==> src/hw/wake_pkg.sv <==
// Package with states and carrier types for the serial receiver wake-up logic
package wake_pkg;
  // Reset values
  localparam logic RESET_WAKE_ENABLE = 1'b0;
  localparam logic RESET_FLAG        = 1'b0;
  localparam logic RESET_LINE        = 1'b1;
  localparam logic RESET_IDLE        = 1'b1;
  localparam logic RESET_EVENT       = 1'b0;

  // Wake-up sequencer states
  typedef enum logic [1:0] {
    STATE_NORMAL = 2'b00,
    STATE_ARMED  = 2'b01,
    STATE_BREAK  = 2'b10
  } wake_state_type;

  // Software-side controls
  typedef struct packed {
    logic armRequest;   // Pulse: set the wake-up enable
    logic dataRead;     // Pulse: software reads receive data register
    logic rxFlagSet;    // Pulse: normal receiver delivered a byte
    logic rxIdle;       // Level: normal receiver idle
  } soft_ctrl_type;

  // Status seen by software
  typedef struct packed {
    logic wakeUpEnable;
    logic receiveInterruptFlag;
    logic receiveIdleFlag;
    logic receiverHeld;
  } wake_status_type;
endpackage : wake_pkg

==> src/hw/serial_rx_auto_wakeup.sv <==
// Auto-wake-up sequencer for an asynchronous serial receiver
// Summary of operation
// Setting wake-up enable holds receiver idle, only watching the receive line.
// Wake-up event while armed sets receive interrupt flag before enable clears.
// First rising receive line edge after wake-up clears enable, resumes reception.
// Reading the receive data register clears the receive interrupt flag.
// Software discards the byte read after a wake-up as dummy data.
// Any rising edge before stop bit ends the break; may cause errors.
// Remote sends all-zero first character: 00h, or 12-bit 000h for LIN.
// Remote break and gap must cover oscillator start and receiver init.
// Software checks data integrity separately, not via enable or flag.
// Software checks receive idle flag before arming just prior to sleep.
// Falling receive line edge while armed is the wake-up event.
`timescale 1ns/1ns
`default_nettype none
module serial_rx_auto_wakeup (
  input  wire  logic                      clk,
  input  wire  logic                      reset,
  input  wire  logic                      clkEnable,
  input  wire  logic                      receiveLinePin,
  input  wire  wake_pkg::soft_ctrl_type   softCtrl,
  output var   wake_pkg::wake_status_type status,
  output logic                            wakeEvent
);

  // Sequencer state
  wake_pkg::wake_state_type state_reg;
  wake_pkg::wake_state_type state_next;
  // Previous receive line sample
  logic                     line_reg;
  logic                     line_next;
  // Receive interrupt flag
  logic                     flag_reg;
  logic                     flag_next;
  // Receive idle status
  logic                     idle_reg;
  logic                     idle_next;
  // Wake-up event pulse
  logic                     event_reg;
  logic                     event_next;
  // Registered copies of the state decode
  logic                     enable_reg;
  logic                     enable_next;
  logic                     held_reg;
  logic                     held_next;
  // Line edges and state decodes
  logic                     fallEdge;
  logic                     riseEdge;
  logic                     normalNow;
  logic                     armedNow;
  logic                     breakNow;
  logic                     wakeSeen;
  logic                     exitSeen;
  logic                     flagSetNow;

  // True while the receiver is kept out of normal reception
  function automatic logic isHeld(
    input wake_pkg::wake_state_type st
  );
    return st != wake_pkg::STATE_NORMAL;
  endfunction

  // High-to-low step between two line samples
  function automatic logic fallOf(
    input logic prev, input logic now
  );
    return prev & ~now;
  endfunction

  // Low-to-high step between two line samples
  function automatic logic riseOf(
    input logic prev, input logic now
  );
    return ~prev & now;
  endfunction

  // Line edges against the previous registered sample
  assign fallEdge = fallOf(line_reg, receiveLinePin);
  assign riseEdge = riseOf(line_reg, receiveLinePin);

  // Current state decodes and qualified events
  assign normalNow  = (state_reg == wake_pkg::STATE_NORMAL);
  assign armedNow   = (state_reg == wake_pkg::STATE_ARMED);
  assign breakNow   = (state_reg == wake_pkg::STATE_BREAK);
  assign wakeSeen   = armedNow & fallEdge;
  assign exitSeen   = breakNow & riseEdge;
  assign flagSetNow = wakeSeen | (normalNow & softCtrl.rxFlagSet);

  // Line sample follows the pin
  always_comb begin
    line_next = receiveLinePin;
  end

  // Line sample register, idle high after reset
  always_ff @(posedge clk) begin
    if (reset) begin
      line_reg <= wake_pkg::RESET_LINE;
    end else if (clkEnable) begin
      line_reg <= line_next;
    end
  end

  // Sequencer next state
  always_comb begin
    state_next = state_reg;
    case (state_reg)
      wake_pkg::STATE_NORMAL: begin
        if (softCtrl.armRequest) begin
          state_next = wake_pkg::STATE_ARMED;
        end
      end
      wake_pkg::STATE_ARMED: begin
        if (wakeSeen) begin
          state_next = wake_pkg::STATE_BREAK;
        end
      end
      wake_pkg::STATE_BREAK: begin
        if (exitSeen) begin
          state_next = wake_pkg::STATE_NORMAL;
        end
      end
      default: begin
        state_next = wake_pkg::STATE_NORMAL;
      end
    endcase
  end

  // Sequencer state register
  always_ff @(posedge clk) begin
    if (reset) begin
      state_reg <= wake_pkg::STATE_NORMAL;
    end else if (clkEnable) begin
      state_reg <= state_next;
    end
  end

  // Wake-up pulse for one enabled cycle
  always_comb begin
    event_next = 1'b0;
    if (wakeSeen) begin
      event_next = 1'b1;
    end
  end

  // Wake-up pulse register
  always_ff @(posedge clk) begin
    if (reset) begin
      event_reg <= wake_pkg::RESET_EVENT;
    end else if (clkEnable) begin
      event_reg <= event_next;
    end
  end

  // Receive interrupt flag, a set beats a read in the same cycle
  always_comb begin
    flag_next = flag_reg;
    if (softCtrl.dataRead) begin
      flag_next = 1'b0;
    end
    if (flagSetNow) begin
      flag_next = 1'b1;
    end
  end

  // Receive interrupt flag register
  always_ff @(posedge clk) begin
    if (reset) begin
      flag_reg <= wake_pkg::RESET_FLAG;
    end else if (clkEnable) begin
      flag_reg <= flag_next;
    end
  end

  // Idle status forced while the receiver is held
  always_comb begin
    idle_next = softCtrl.rxIdle;
    if (isHeld(state_next)) begin
      idle_next = 1'b1;
    end
  end

  // Idle status register
  always_ff @(posedge clk) begin
    if (reset) begin
      idle_reg <= wake_pkg::RESET_IDLE;
    end else if (clkEnable) begin
      idle_reg <= idle_next;
    end
  end

  // Wake-up enable follows the next state
  always_comb begin
    enable_next = isHeld(state_next);
  end

  // Wake-up enable register
  always_ff @(posedge clk) begin
    if (reset) begin
      enable_reg <= wake_pkg::RESET_WAKE_ENABLE;
    end else if (clkEnable) begin
      enable_reg <= enable_next;
    end
  end

  // Receiver hold follows the next state
  always_comb begin
    held_next = isHeld(state_next);
  end

  // Receiver hold register
  always_ff @(posedge clk) begin
    if (reset) begin
      held_reg <= wake_pkg::RESET_WAKE_ENABLE;
    end else if (clkEnable) begin
      held_reg <= held_next;
    end
  end

  // Outputs straight from flip-flops
  assign status.wakeUpEnable         = enable_reg;
  assign status.receiveInterruptFlag = flag_reg;
  assign status.receiveIdleFlag      = idle_reg;
  assign status.receiverHeld         = held_reg;
  assign wakeEvent                   = event_reg;

endmodule // serial_rx_auto_wakeup
`default_nettype wire

==> config.mk <==
export PLATFORM = sky130hd
export DESIGN_NAME = serial_rx_auto_wakeup
export DESIGN_NICKNAME = d
export VERILOG_FILES = /design/src/hw/wake_pkg.sv /design/src/hw/serial_rx_auto_wakeup.sv
export SDC_FILE = /design/constraint.sdc
export NUM_CORES = 1
export LEC_CHECK = 0
export BUFFER_PORTS_ARGS = -buffer_cell sky130_fd_sc_hd__buf_2
export CAP_MARGIN = 5
export CORE_AREA = 2 2 39 41
export CTS_CLUSTER_SIZE = 10
export DETAILED_ROUTE_END_ITERATION = 10
export DIE_AREA = 0 0 41 43
export GPL_ROUTABILITY_DRIVEN = 0
export GPL_TIMING_DRIVEN = 0
export PLACE_DENSITY = 0.51
export SLEW_MARGIN = 20
export SYNTH_ARGS = -nofsm -noshare
export SYNTH_HDL_FRONTEND = slang
export SYNTH_SLANG_ARGS = --single-unit
==> constraint.sdc <==
create_clock -name clk -period 1.85 [get_ports clk]
set_input_delay 0.0925 -clock clk [delete_from_list [all_inputs] [get_ports clk]]
set_output_delay 0.0925 -clock clk [all_outputs]
set_load 0.01 [all_outputs]
==> run summary <==
Die area = 1760 um^2
Flops & latches, synth = 7
Initial DRC Count = 4
CTS H-tree lvls = 1
Layout area overhead = 27.4%
Worst EP required = 1.98 ns
R2R setup slack = 0.83 ns
Critical path buffers and inverters = 0
Critical path fanouts, max = 7
Ports = 13
Gate Count Post-Synth = 40
Core Rows = 14
Crit-path slowest cell = dfxtp_1
Critical-path cell list = and2b_1, a2bb2oi_2, a211oi_2
Port buffer count = 11
Relative slew slack = 0.742
P per Cell Area = 798 nW/um^2
CP Class = reg -> reg
CP Capture Type = flop
ANT nets after route = 0
Final-report setup violation count = 0
Post-synth cell types = 19
Mapped Nets = 48
Register-to-Register Path Depth = 3
Fin area = 472 um^2
Final hold vios = 0
Worst path max stage delay = 0.42 ns
CTS tree = built
Cell count after placement = 67
Setup ws final = 0.826 ns
Post-CTS setup buffer count = 0
Worst Path Arrival = 1.15 ns
Post-route DRC = 0
Die Height = 43 um
Clock Tree Root = clkbuf_4
Hold-fix buffers, CTS = 0
Post-synthesis sequential area ratio = 0.378
Overflow after GRT = 0
Vias in the first global route = 259
Clock slew at reported path FFs = 0.06 ns
Yosys warning total = 0
CTS buffer count = 3
Via count = 320
Total global-route track usage = 0.0955
Outcome = complete, no violations
Min-Delay Startpoint = receiveLinePin
Mapped Avg Cell Area = 9.26 um^2
Peak supply drop = 364 uV
Leakage Power = 0.200 nW
Hold Crit Class = in -> reg
Worst reg2reg startpoint = state_reg[0]$_SDFFE_PP0P_
Syn Std Cell Area = 370 um^2
Clock skew = 0.000754 ns
Worst Max-Slew Pin Slew = 0.388 ns
Num Clock Sinks = 7
Vias per cell = 4.51
Max Cap Viol = 0
Hold EP = line_reg$_SDFFE_PP1P_
Final Cycle Share = 0.554
Nets@finish = 64
Min Tclk post-route = 1.02 ns
Starting Density = 0.268
Final WL = 712 um
Die width = 41 um
Final Instance Count excl. Fillers = 71
Worst path depth = 3
Core area = 1380 um^2
Final setup TNS = 0 ns
Max reg flops = 2
Placed Instance Area = 445 um^2
Number of gates resized after cts = 0
WL/cell = 10.0 um
Antenna fix cells = 0
Clk_lat worst skew = 0.25 ns
Max Slew Vio Count = 0
Reg2reg end = held_reg$_SDFFE_PP0P_
Max Fclk = 976 MHz
Hold Path Stages = 2
Crit-path leading delay family = flip-flops
Largest net degree at the start of global routing = 11
Clock Path Buffers = 2
Pre-CTS setup slack = 0.837 ns
RSZ-0062 raised after global routing = false
Detailed Routing Iterations Pass 1 = 4
Fraction of layout cells with a size suffix above 1 = 0.455
HPWL Detailed = 518 um
Number of antenna violations at the first check in global routing = 0
Global-route wire length before repair = 1090 um
Startpoint types = flop
synth_stat cells:
library cell	n	area, um^2
dfxtp_1	7	140
a21oi_1	5	25.0
buf_4	4	30.0
nand2_1	4	15.0
and4bb_2	2	25.0
nand2b_1	2	12.5
nand3b_1	2	15.0
nor2_1	2	7.51
o21ai_0	2	10.0
a211o_2	1	10.0
a211oi_2	1	12.5
a221oi_1	1	8.76
a2bb2oi_2	1	15.0
and2b_1	1	7.51
and2b_2	1	8.76
buf_6	1	11.3
clkbuf_1	1	3.75
nor3_1	1	5.00
nor3b_1	1	7.51
per-stage QoR:
stage	util	total power (W)	hold WS, ns
finish	0.341	0.000377	0.0974
global route	0.341	0.000398	0.114
CTS	0.341	0.000381	0.0977
global placement	0.322	0.000235	0.364
floorplan	-	0.000214	0.220
detailed placement	0.322	0.000235	0.364
where the power goes:
| part | switching [W] | internal, W |
|---|---|---|
| Sequential | 0.00000829 | 0.000160 |
| Combinational | 0.0000265 | 0.0000364 |
| Clock | 0.0000626 | 0.0000827 |
| Total | 0.0000973 | 0.000279 |
metal layers:
layer / up-vias / track usage / wire (um)
li1: 167 / - / -
met1: 138 / 0.126 / 362
met2: 13 / 0.119 / 291
met3: 2 / 0.0314 / 44
met4: 0 / 0.0800 / 13
met5: - / 0 / 0
worst max path at each step:
stage | start | slack, ns | end
after global routing | state_reg[1]$_SDFFE_PP0P_ | 0.76 | state_reg[1]$_SDFFE_PP0P_
after global placement | state_reg[1]$_SDFFE_PP0P_ | 0.82 | state_reg[1]$_SDFFE_PP0P_
after detailed placement | state_reg[1]$_SDFFE_PP0P_ | 0.84 | state_reg[1]$_SDFFE_PP0P_
after floorplan | state_reg[1]$_SDFFE_PP0P_ | 0.91 | state_reg[1]$_SDFFE_PP0P_
after CTS | state_reg[1]$_SDFFE_PP0P_ | 0.83 | state_reg[1]$_SDFFE_PP0P_
final | state_reg[0]$_SDFFE_PP0P_ | 0.83 | held_reg$_SDFFE_PP0P_
cell usage in the layout, fill, tap and decap left out:
cell,count
nor3_1,1
clkbuf_1,2
nand3b_1,2
a221oi_1,1
and2b_2,1
and2b_1,1
a21oi_1,5
nand2_1,4
nand2b_1,2
dfxtp_1,7
buf_4,4
nor3b_1,1
clkbuf_4,3
a2bb2oi_2,1
nor2_1,2
buf_6,1
a211o_2,1
a211oi_2,1
and4bb_2,2
o21ai_0,2
buf_2,11
cell type report:
class                   instances  area, um^2
flip-flops and latches          7         140
clock buffers                   4        26.3
well taps                      16        20.0
multi-input cells              27         185
fillers                       152         912
repair buffers                 11        55.1
plain buffers                   6        45.0
logic make-up after synthesis:
kind of cell / count (synthesis) / synth area share
and+or+nand+nor: 16 / 0.280
AOI/OAI and AO/OA: 11 / 0.220
DFF: 7 / 0.378
buffers and inverters: 6 / 0.122
Power figures use the tool's default switching activity.
